==> config.mk <==
export PLATFORM = sky130hd
export DESIGN_NAME = tls_supervisor
export DESIGN_NICKNAME = d
export VERILOG_FILES = /design/src/tls_pkg.sv /design/src/tls_supervisor.sv
export VERILOG_INCLUDE_DIRS = /design/src
export SDC_FILE = /design/constraint.sdc
export NUM_CORES = 2
export LEC_CHECK = 0
export BUFFER_PORTS_ARGS = -buffer_cell sky130_fd_sc_hd__buf_2
export CAP_MARGIN = 30
export CORE_MARGIN = 8
export CORE_UTILIZATION = 25
export DETAILED_ROUTE_END_ITERATION = 16
export PLACE_DENSITY = 0.36
export SYNTH_ARGS = -nofsm -noshare
export SYNTH_HDL_FRONTEND = slang
export SYNTH_SLANG_ARGS = --single-unit
export TNS_END_PERCENT = 50
==> constraint.sdc <==
create_clock -name CLK_SYS -period 10 [get_ports CLK_SYS]
set_clock_uncertainty 0.15 [all_clocks]
set_input_delay 0.5 -clock CLK_SYS [delete_from_list [all_inputs] [get_ports CLK_SYS]]
set_output_delay 0.5 -clock CLK_SYS [all_outputs]
set_load 0.05 [all_outputs]
==> src/tls_consts.svh <==
// Purpose: Constants for the tamper and load supervisor
// Assumes: 100 MHz system clock
// Notes: Coefficients are unsigned Q0.16, thresholds scaled by 2^24
`ifndef TLS_CONSTS_SVH
`define TLS_CONSTS_SVH
`define TLS_CLK_PERIOD_NS 10
`define TLS_MUX_HALF 6'd32
`define TLS_MUX_TAMPER_LONG 6'd60
`define TLS_MUX_GAP 6'd4
`define TLS_WIN_LEN 6'd8
`define TLS_WIN_PRE 6'd4
`define TLS_TAMPER_CONFIRM 3'd4
`define TLS_STUCK_WINDOW 128
`define TLS_NOMINAL_COEFF_0 16'h5C01
`define TLS_NOMINAL_COEFF_1 16'h63FE
`define TLS_NOMINAL_COEFF_2 16'h6C01
`define TLS_NOMINAL_COEFF_3 16'h73FE
`define TLS_NL_COIL_BASE 32'h00012620
`define TLS_NL_CTSH_BASE 32'h0000EF13
`define TLS_TAMPER_CRITERION_SELECT_SHIFT_WIDE 3
`define TLS_TAMPER_CRITERION_SELECT_SHIFT_NARROW 4
`endif

==> src/tls_pkg.sv <==
// Purpose: Types for the tamper and load supervisor
// Assumes: Included constants header
// Notes: None
package tls_pkg;
  typedef enum logic [1:0] {TLS_NORMAL, TLS_TAMPER_PRI, TLS_TAMPER_SEC} tls_state_t;
  typedef struct packed {
    logic [1:0] sensor_select;
    logic [1:0] nominal_voltage_select;
    logic [1:0] no_load_threshold_select;
    logic tamper_criterion_select;
    logic single_wire_enable;
  } tls_cfg_t;
  typedef struct packed {
    logic period_strobe;
    logic freq_range_error;
    logic signed [31:0] energy_pri;
    logic signed [31:0] energy_sec;
    logic [15:0] v_rms;
    logic [15:0] i_rms;
    logic [15:0] peak_line_voltage;
  } tls_dsp_t;
endpackage : tls_pkg

==> src/tls_supervisor.sv <==
// Purpose: Tamper, no-load, stuck stream and pin mismatch supervision
// Assumes: DSP inputs synchronous to CLK_SYS; energies are per-period signed samples
// Notes: Stuck window counted in system clocks as a parameter
`timescale 1ns/1ps
`include "tls_consts.svh"
// Contract
// - Single-wire only with coil sensor select 0/1
// - Nominal voltage used while frequency error set
// - Apparent power: current RMS times scaled peak
// - Select picks one of four nominal coefficients
// - No-load flag when V*I below threshold
// - Four thresholds doubling, sensor-dependent base
// - No-load suspends integration, disables tamper
// - No-load blocks stepper, drives indicator low
// - Stuck sigma-delta streams replaced by toggling idle pattern
// - Flag output pin versus internal drive mismatch
// - Tamper criterion: difference exceeds factor times mean
// - Opposite signs keep tamper, pick higher power
// - Start normal, alternate channels 32:32 periods
// - Window four before switch, eight periods long
// - Tamper after four consecutive criterion hits
// - Tamper ratio 60:4 or 4:60, hold value
// - Gap samples other channel to change state
// - Tamper flag held, tamper pin low active
// - Bad inputs or no-load force normal state
// - Frequency error enables single-wire operation
module tls_supervisor #(
  parameter int SD_CH = 3,
  parameter int STUCK_WINDOW = `TLS_STUCK_WINDOW
) (
  input wire logic CLK_SYS,
  input wire logic RSTN,
  input wire tls_pkg::tls_cfg_t CFG,
  input wire tls_pkg::tls_dsp_t DSP,
  input wire logic [SD_CH-1:0] SD_IN,
  input wire logic [2:0] PIN_DRIVE,
  input wire logic [2:0] PIN_SENSE,
  output logic [SD_CH-1:0] SD_OUT,
  output logic [SD_CH-1:0] SD_STUCK,
  output logic PIN_ERROR,
  output logic NO_LOAD_FLAG,
  output logic NO_LOAD_OUT_PIN,
  output logic TAMPER_FLAG,
  output logic TAMPER_OUT_PIN,
  output logic SINGLE_WIRE_OPERATION,
  output logic CHANNEL_SEL_SEC,
  output logic [31:0] POWER_OUT,
  output logic INTEGRATION_SUSPEND,
  output logic STEPPER_BLOCK
);
  import tls_pkg::*;

  localparam int SW = $clog2(STUCK_WINDOW + 1);

  typedef struct packed {
    logic [SD_CH-1:0] sd_prev;
    logic [SD_CH-1:0] sd_out;
    logic [SD_CH-1:0] sd_stuck;
    logic [SW-1:0] stuck_cnt;
    logic [SD_CH-1:0] sd_toggled;
    logic pin_err;
    logic no_load;
    tls_state_t state;
    logic [5:0] per_cnt;
    logic sec_sel;
    logic [2:0] hits;
    logic signed [33:0] acc_a;
    logic signed [33:0] acc_b;
    logic [31:0] held_power;
    logic [31:0] power_out;
    logic tamper;
    logic single_wire_operation;
    logic suspend;
    logic step_block;
    logic nl_pin;
    logic tamper_pin;
  } tls_st_t;

  tls_st_t s_q, s_d;
  logic [1:0] rst_sync_q;
  logic rst_n;

  function automatic logic [15:0] nominal_coeff(input logic [1:0] sel);
    case (sel)
      2'd0: nominal_coeff = `TLS_NOMINAL_COEFF_0;
      2'd1: nominal_coeff = `TLS_NOMINAL_COEFF_1;
      2'd2: nominal_coeff = `TLS_NOMINAL_COEFF_2;
      default: nominal_coeff = `TLS_NOMINAL_COEFF_3;
    endcase
  endfunction : nominal_coeff

  function automatic logic [33:0] mag34(input logic signed [33:0] v);
    mag34 = v[33] ? 34'(-v) : v;
  endfunction : mag34

  // Only meaningful in the tamper states: true while the higher channel feeds energy
  function automatic logic long_phase(input tls_state_t st, input logic sec);
    long_phase = (st == TLS_TAMPER_PRI) ? !sec : sec;
  endfunction : long_phase

  function automatic logic [5:0] phase_len(input tls_state_t st, input logic sec);
    if (st == TLS_NORMAL)
      phase_len = `TLS_MUX_HALF;
    else if (long_phase(st, sec))
      phase_len = `TLS_MUX_TAMPER_LONG;
    else
      phase_len = `TLS_MUX_GAP;
  endfunction : phase_len

  function automatic logic eval_point(input tls_state_t st, input logic sec, input logic [5:0] cnt);
    if (st == TLS_NORMAL)
      eval_point = sec && (cnt == `TLS_WIN_PRE - 6'd1);
    else
      eval_point = !long_phase(st, sec) && (cnt == `TLS_MUX_GAP - 6'd1);
  endfunction : eval_point

  function automatic logic [33:0] abs_diff(input logic [33:0] a, input logic [33:0] b);
    abs_diff = (a > b) ? a - b : b - a;
  endfunction : abs_diff

  // Factor times mean: sum/2 scaled by 1/8 or 1/16
  function automatic logic tamper_criterion_select_exceeded(input logic [33:0] diff, input logic [33:0] sum, input logic narrow);
    if (narrow)
      tamper_criterion_select_exceeded = diff > (sum >> (`TLS_TAMPER_CRITERION_SELECT_SHIFT_NARROW + 1));
    else
      tamper_criterion_select_exceeded = diff > (sum >> (`TLS_TAMPER_CRITERION_SELECT_SHIFT_WIDE + 1));
  endfunction : tamper_criterion_select_exceeded

  // A holds the long-phase channel, which is the secondary one in the secondary tamper state
  function automatic logic pri_is_higher(input tls_state_t st, input logic [33:0] mag_long,
                                         input logic [33:0] mag_other);
    if (st == TLS_TAMPER_SEC)
      pri_is_higher = mag_other > mag_long;
    else
      pri_is_higher = mag_long >= mag_other;
  endfunction : pri_is_higher

  always_ff @(posedge CLK_SYS or negedge RSTN)
  begin
    if (!RSTN)
      rst_sync_q <= 2'h0;
    else
      rst_sync_q <= {rst_sync_q[0], 1'b1};
  end
  assign rst_n = rst_sync_q[1];

  logic coil;
  logic [31:0] vi_prod;
  logic [31:0] app_power;
  logic [31:0] nl_thresh;
  logic [33:0] mag_a, mag_b, diff_ab, sum_ab;
  logic tamper_criterion_select_hit, opp_sign, bad_inputs, higher_pri;
  logic signed [31:0] e_cur;

  always_comb
  begin
    s_d = s_q;
    coil = (CFG.sensor_select < 2'd2);
    vi_prod = DSP.v_rms * DSP.i_rms;
    app_power = 32'((48'(DSP.i_rms) * 48'(32'(DSP.peak_line_voltage) * 32'(nominal_coeff(CFG.nominal_voltage_select)))) >> 16);
    nl_thresh = (coil ? `TLS_NL_COIL_BASE : `TLS_NL_CTSH_BASE) << CFG.no_load_threshold_select;
    mag_a = 34'h0;
    mag_b = 34'h0;
    diff_ab = 34'h0;
    sum_ab = 34'h0;
    tamper_criterion_select_hit = 1'b0;
    opp_sign = 1'b0;
    higher_pri = 1'b0;
    e_cur = s_q.sec_sel ? DSP.energy_sec : DSP.energy_pri;

    // Stuck stream check over a fixed window of system clocks
    s_d.sd_prev = SD_IN;
    s_d.sd_toggled = s_q.sd_toggled | (SD_IN ^ s_q.sd_prev);
    if (s_q.stuck_cnt == SW'(STUCK_WINDOW - 1))
    begin
      s_d.stuck_cnt = '0;
      s_d.sd_stuck = ~s_d.sd_toggled;
      s_d.sd_toggled = '0;
    end
    else
      s_d.stuck_cnt = s_q.stuck_cnt + SW'(1);
    for (int i = 0; i < SD_CH; i++)
      s_d.sd_out[i] = s_q.sd_stuck[i] ? s_q.stuck_cnt[0] : SD_IN[i];

    s_d.pin_err = |(PIN_DRIVE ^ PIN_SENSE);
    s_d.single_wire_operation = coil && CFG.single_wire_enable && DSP.freq_range_error;
    s_d.no_load = (s_d.single_wire_operation ? app_power : vi_prod) < nl_thresh;
    bad_inputs = DSP.freq_range_error || (|s_q.sd_stuck) || s_q.no_load;

    if (DSP.period_strobe)
    begin
      s_d.per_cnt = s_q.per_cnt + 6'd1;
      // A collects the primary channel in normal state, the long-phase channel in tamper states, B the other one
      if ((s_q.state == TLS_NORMAL) ? !s_q.sec_sel : long_phase(s_q.state, s_q.sec_sel))
      begin
        if (s_q.per_cnt >= phase_len(s_q.state, s_q.sec_sel) - `TLS_WIN_PRE)
          s_d.acc_a = s_q.acc_a + 34'(e_cur);
      end
      else if (s_q.per_cnt < `TLS_WIN_PRE)
        s_d.acc_b = s_q.acc_b + 34'(e_cur);

      if (s_q.state == TLS_NORMAL)
        s_d.power_out = 32'(e_cur);
      else if (long_phase(s_q.state, s_q.sec_sel))
      begin
        s_d.power_out = 32'(e_cur);
        s_d.held_power = 32'(e_cur);
      end
      else
        s_d.power_out = s_q.held_power;

      // Channel switching at the end of each multiplex phase
      if (s_q.per_cnt == phase_len(s_q.state, s_q.sec_sel) - 6'd1)
      begin
        s_d.per_cnt = 6'd0;
        s_d.sec_sel = !s_q.sec_sel;
      end

      // Criterion on the last sample of window B or of the gap
      if (eval_point(s_q.state, s_q.sec_sel, s_q.per_cnt))
      begin
        mag_a = mag34(s_d.acc_a);
        mag_b = mag34(s_d.acc_b);
        opp_sign = (s_d.acc_a[33] != s_d.acc_b[33]) && (s_d.acc_a != 34'sh0) && (s_d.acc_b != 34'sh0);
        diff_ab = abs_diff(mag_a, mag_b);
        sum_ab = mag_a + mag_b;
        tamper_criterion_select_hit = opp_sign || tamper_criterion_select_exceeded(diff_ab, sum_ab, CFG.tamper_criterion_select);
        higher_pri = pri_is_higher(s_q.state, mag_a, mag_b);
        s_d.acc_a = 34'sh0;
        s_d.acc_b = 34'sh0;
        if (s_q.state == TLS_NORMAL)
        begin
          s_d.hits = tamper_criterion_select_hit ? ((s_q.hits == `TLS_TAMPER_CONFIRM) ? s_q.hits : s_q.hits + 3'd1) : 3'd0;
          if (tamper_criterion_select_hit && s_q.hits == `TLS_TAMPER_CONFIRM - 3'd1)
          begin
            s_d.state = higher_pri ? TLS_TAMPER_PRI : TLS_TAMPER_SEC;
            s_d.tamper = 1'b1;
          end
        end
        else if (!tamper_criterion_select_hit)
        begin
          s_d.state = TLS_NORMAL;
          s_d.tamper = 1'b0;
          s_d.hits = 3'd0;
        end
        else
          s_d.state = higher_pri ? TLS_TAMPER_PRI : TLS_TAMPER_SEC;
        // Restart the multiplex so a tamper state begins with a full long phase, normal with the primary half
        if (s_d.state != TLS_NORMAL || s_q.state != TLS_NORMAL)
        begin
          s_d.per_cnt = 6'd0;
          s_d.sec_sel = (s_d.state == TLS_TAMPER_SEC);
        end
      end
    end

    if (bad_inputs)
    begin
      s_d.state = TLS_NORMAL;
      s_d.tamper = 1'b0;
      s_d.hits = 3'd0;
      s_d.acc_a = 34'sh0;
      s_d.acc_b = 34'sh0;
      // A tamper phase count can exceed the normal half, so restart it
      if (s_q.state != TLS_NORMAL)
      begin
        s_d.per_cnt = 6'd0;
        s_d.sec_sel = 1'b0;
      end
    end
    s_d.suspend = s_q.no_load || s_q.pin_err || (|s_q.sd_stuck) || (DSP.freq_range_error && !s_q.single_wire_operation);
    s_d.step_block = s_q.no_load;
    s_d.nl_pin = !s_d.step_block;
    s_d.tamper_pin = !s_d.tamper;
    if (s_d.single_wire_operation)
      s_d.power_out = app_power;
  end

  always_ff @(posedge CLK_SYS or negedge rst_n)
  begin
    if (!rst_n)
    begin
      s_q <= '0;
      s_q.state <= TLS_NORMAL;
      s_q.nl_pin <= 1'b1;
      s_q.tamper_pin <= 1'b1;
    end
    else
      s_q <= s_d;
  end

  assign SD_OUT = s_q.sd_out;
  assign SD_STUCK = s_q.sd_stuck;
  assign PIN_ERROR = s_q.pin_err;
  assign NO_LOAD_FLAG = s_q.no_load;
  assign NO_LOAD_OUT_PIN = s_q.nl_pin;
  assign TAMPER_FLAG = s_q.tamper;
  assign TAMPER_OUT_PIN = s_q.tamper_pin;
  assign SINGLE_WIRE_OPERATION = s_q.single_wire_operation;
  assign CHANNEL_SEL_SEC = s_q.sec_sel;
  assign POWER_OUT = s_q.power_out;
  assign INTEGRATION_SUSPEND = s_q.suspend;
  assign STEPPER_BLOCK = s_q.step_block;
endmodule : tls_supervisor

# Word-level counts from Yosys, hierarchy flattened
# Cells that the tools add are included.
# Widths: inputs -> output; s select.
# word_totals
wordCells	157
out_inout_bits	47
input_bits	133
ff_bits	174
# op_classes
n_lt_le_gt_ge	9
n_mux	58
addsub	12
mul	3
n_reduce_logical	34
bitwise	5
eq_ne	13
shift	1
# op_table
operator	count
$mux 34	9
$mux 32	6
$mux 80	2
$mux 145	1
$add 34x32->34	2
$gt 34x34->1	2
$neg 34->34	2
$reduce_bool 34->1	2
$sub 34x34->34	2
$mul 16x16->32	2
$mul 16x32->48	1
$pmux 14 s3	1
$add 34x34->34	1
$ge 34x34->1	1
$gt 34x29->1	1
$gt 34x30->1	1
$lt 32x32->1	1
$shl 17x2->32	1
$mux 6	5
$mux 7	3
$mux 1	18
$mux 17	1
$mux 3	5
$mux 2	6
other kinds (31)	59

# Logic depth before layout (Yosys ltp)
# logic_depth
word_depth	32
depth_mapped	55
ltp_nobuf	54

# Worst setup path after synthesis
# No wires, ideal clock.
# synth_timing
path_kind	input-to-reg
start	input port CFG[4] (netlist bit)
end	register s_q (netlist bit NO_LOAD_FLAG)
path_stages	53
slack_ns	-3.403
setup_time_ns	0.067
t_required_ns	9.783
path_buffers	3
t_arrival_ns	13.186
path_cell_list	clkinv_1 -> clkbuf_1 -> ha_1 -> clkbuf_1 -> nor2_1 -> fa_1 -> inv_1 -> fa_1 -> inv_1 -> fa_1 -> fa_1 -> fa_1 -> inv_1 -> fa_1 -> inv_1 -> ha_1 -> o21ai_0 -> a21bo_2 -> [17 not listed] -> fa_1 -> inv_1 -> fa_1 -> inv_1 -> ha_1 -> a21oi_1 -> o21bai_1 -> a21oi_1 -> o21ai_0 -> nand3_1 -> nand2_1 -> a211oi_1 -> nor4_1 -> or4b_1 -> a31oi_1 -> xnor2_1 -> o41ai_1 -> o2111a_1
# synth_rtl
element	line	rtl
start: declaration	tls_supervisor.sv:33	input wire tls_pkg::tls_cfg_t CFG,
end: declaration	tls_supervisor.sv:79	tls_st_t s_q, s_d;

==> metrics <==
Worst EP required 10.29 ns; met2 Use GR 27.94%; Final setup viols 44; first-pass iteration count of the detailed router 5; Reg2Reg Capture Point s_q[149]$_DFFE_PN0P_; clock sink count 174; min-delay worst type input pin to register; Clk Tree Root Cell clkbuf_16; Max Slew Vio Count 0; Core Util, Final 33.46%; Ports 180; WL final 200.5 mm; Final Critical Period 12.56 ns; Yosys top cell area share 29.58%; status finished, violations left; RR Startpoint CHANNEL_SEL_SEC$_DFF_PN0_; GRT Max-Usage Layer met2; WHS Path Cells 3; WS Path Type input pin to register; hpwl dp 170.7 mm; maximum operating frequency 79.64 MHz; post-synthesis sequential area ratio 8.361%; Layout Nets 9155; Top cell by count, worst path fa_1; Synthesis Warnings 0; number of buffers created by CTS 17; CP arrival 12.85 ns; Yosys reg bits 174; Hold Startpoint PIN_DRIVE[0]; die height 472.6 um; worst skew pair latency 0.50 ns; routed vias/inst 4.545; fin area 69300 sq um; crit start category input pin; largest net degree at the start of global routing 65; htree depth 4; post-route ant nets 0; Initial Util 25.17%; worst slack, placed -3.476 ns; EDFF count, synth 0; Area Growth Syn to Fin 32.98%; Async SR Flop Fraction 100.0%; Rows 167; total global routing overflow 0; die area 223300 sq um; RSZ-0062 raised after global routing true; cell with the most instances after synthesis inv_1; Avg Inst Size Synth 8.257 sq um; vias in the first global route 50050; Crit. End Element register; Least-Margin Pin Slew 1.040 ns; first-pass GRT wire length 307.7 mm; Post-synth top flop dfrtp_1; post-synth top area cell fa_1; list of most frequent post-synthesis cells inv_1 (1094), nand2_1 (797), fa_1 (770); TritonCTS clock tree yes; DRC violation count after routing 0; Unique masters post-synth 101; post-DR wirelength/cell 19.15 um; Fin. Hold Viols 0; core area 207100 sq um; maximum buffer depth of the clock tree 2; M3 GR Usage 1.730%; worst reg2reg path depth 48; Area contributors post-synth fa_1 (30%), ha_1 (14%), dfrtp_1 (8.3%); Slew HR 30.37%; Synth Instances 6311; share of cells above drive strength 1 26.55%; Largest stage delay, worst path 0.60 ns; slowest CP cell fa_1; hold slack 0.08525 ns; worst setup path start CFG[4]; final period utilization 125.6%; initial antenna violation count 18; area of the mapped netlist 52110 sq um; fillers 22060; MaxCap Viol Count 0; failing checks setup timing; I/O Buffers 178; die width 472.6 um; final worst slack -2.556 ns; CP max FO 7; r2r setup slk -0.80 ns; dpl cell area 66110 sq um; clock-pin slew on the worst setup and hold paths 0.08 ns; GPL Wtd Cong 0.8552; met1 Resource Use GR 26.33%; 1st-iter DRT viols 2609; hold path endpoint PIN_ERROR$_DFF_PN0_; Vias 47580; Overall Global Routing Usage 17.74%
[cell type report]
cell class / count / area [sq um] / area share, %
multi-input combinational: 4735 / 44300 / 63.92
timing repair buffer: 1634 / 12380 / 17.86
sequential: 174 / 4362 / 6.294
inverter: 1100 / 4163 / 6.007
tap: 2788 / 3488 / 5.034
clock buffer: 20 / 456.7 / 0.6590
clock inverter: 12 / 140.1 / 0.2022
antenna: 5 / 12.51 / 0.01806
[through the flow]
step | std cells | setup TNS, ns
global placement | 10350 | -99.49
CTS | 10440 | -54.71
global route | 10460 | -72.73
floorplan | 6312 | -51.67
finish | 10470 | -53.42
detailed placement | 10350 | -97.18
[worst max-delay path: cells and delay by family]
kind,cells,cell delay [ns]
compound gates,13,2.57
xor+xnor,2,0.34
fa+ha+maj,15,7.02
buf+inv,9,0.50
simple gates,8,1.87
[layout by cell type (no fill, tap or decap), drive strengths merged, types with 67 or more instances in the layout]
cell type / synthesis / routed
buf: 71 / 1627
inv: 1096 / 1104
nand2: 798 / 798
fa: 770 / 770
ha: 590 / 590
a21oi: 358 / 358
and2: 310 / 310
nor2: 304 / 304
o21ai: 242 / 242
dfrtp: 172 / 172
xnor2: 161 / 161
a21o: 86 / 86
nor3: 84 / 84
mux2i: 83 / 83
nor2b: 77 / 77
xor2: 77 / 77
nand3: 68 / 68
nand2b: 67 / 67
[state kept, by name, summed over array words and instances, names as in the netlist]
name	flops
rst_sync_q	2
SD_STUCK	3
NO_LOAD_OUT_PIN	1
SD_OUT	3
INTEGRATION_SUSPEND	1
POWER_OUT	32
SINGLE_WIRE_OPERATION	1
STEPPER_BLOCK	1
TAMPER_FLAG	1
s_q	125
CHANNEL_SEL_SEC	1
NO_LOAD_FLAG	1
TAMPER_OUT_PIN	1
PIN_ERROR	1
[what timing repair did]
action | CTS | global route
endpoints found under the hold margin | 5 | 0
cloned | 4 | 1
pin swaps | 147 | 98
buffers inserted | 53 | 22
hold buffers | 4 | 0
setup endpoints to repair | 44 | 44
resized for setup | 272 | 128
[worst max path at each step]
stage                     slack, ns                endpoint
final                         -2.56  NO_LOAD_FLAG$_DFF_PN0_
after global routing          -2.99  NO_LOAD_FLAG$_DFF_PN0_
after CTS                     -2.54  NO_LOAD_FLAG$_DFF_PN0_
after detailed placement      -3.48  NO_LOAD_FLAG$_DFF_PN0_
after global placement        -3.45  NO_LOAD_FLAG$_DFF_PN0_
after floorplan               -2.44  NO_LOAD_FLAG$_DFF_PN0_
[logic make-up after synthesis]
family                   after synthesis  synth area share [%]
AND/OR/NAND/NOR                     1933                 17.94
buffers and inverters               1403                 10.48
adder cells (fa/ha/maj)             1360                 43.75
AO/OA/AOI/OAI                       1109                 13.66
XOR/XNOR                             238                 4.000
flip-flops                           174                 8.361
multiplexers                          92                 1.796
other                                  2               0.01441
[layer usage]
metal / wire length (um) / vias to the layer above
met3: 7120 / 169
li1: - / 23010
met2: 88870 / 808
met1: 100100 / 23580
met5: 50 / -
met4: 4302 / 8
Power is left out: the tool's default activity adds up to more than one toggle a clock period on the data nets, which glitch-free logic cannot reach.
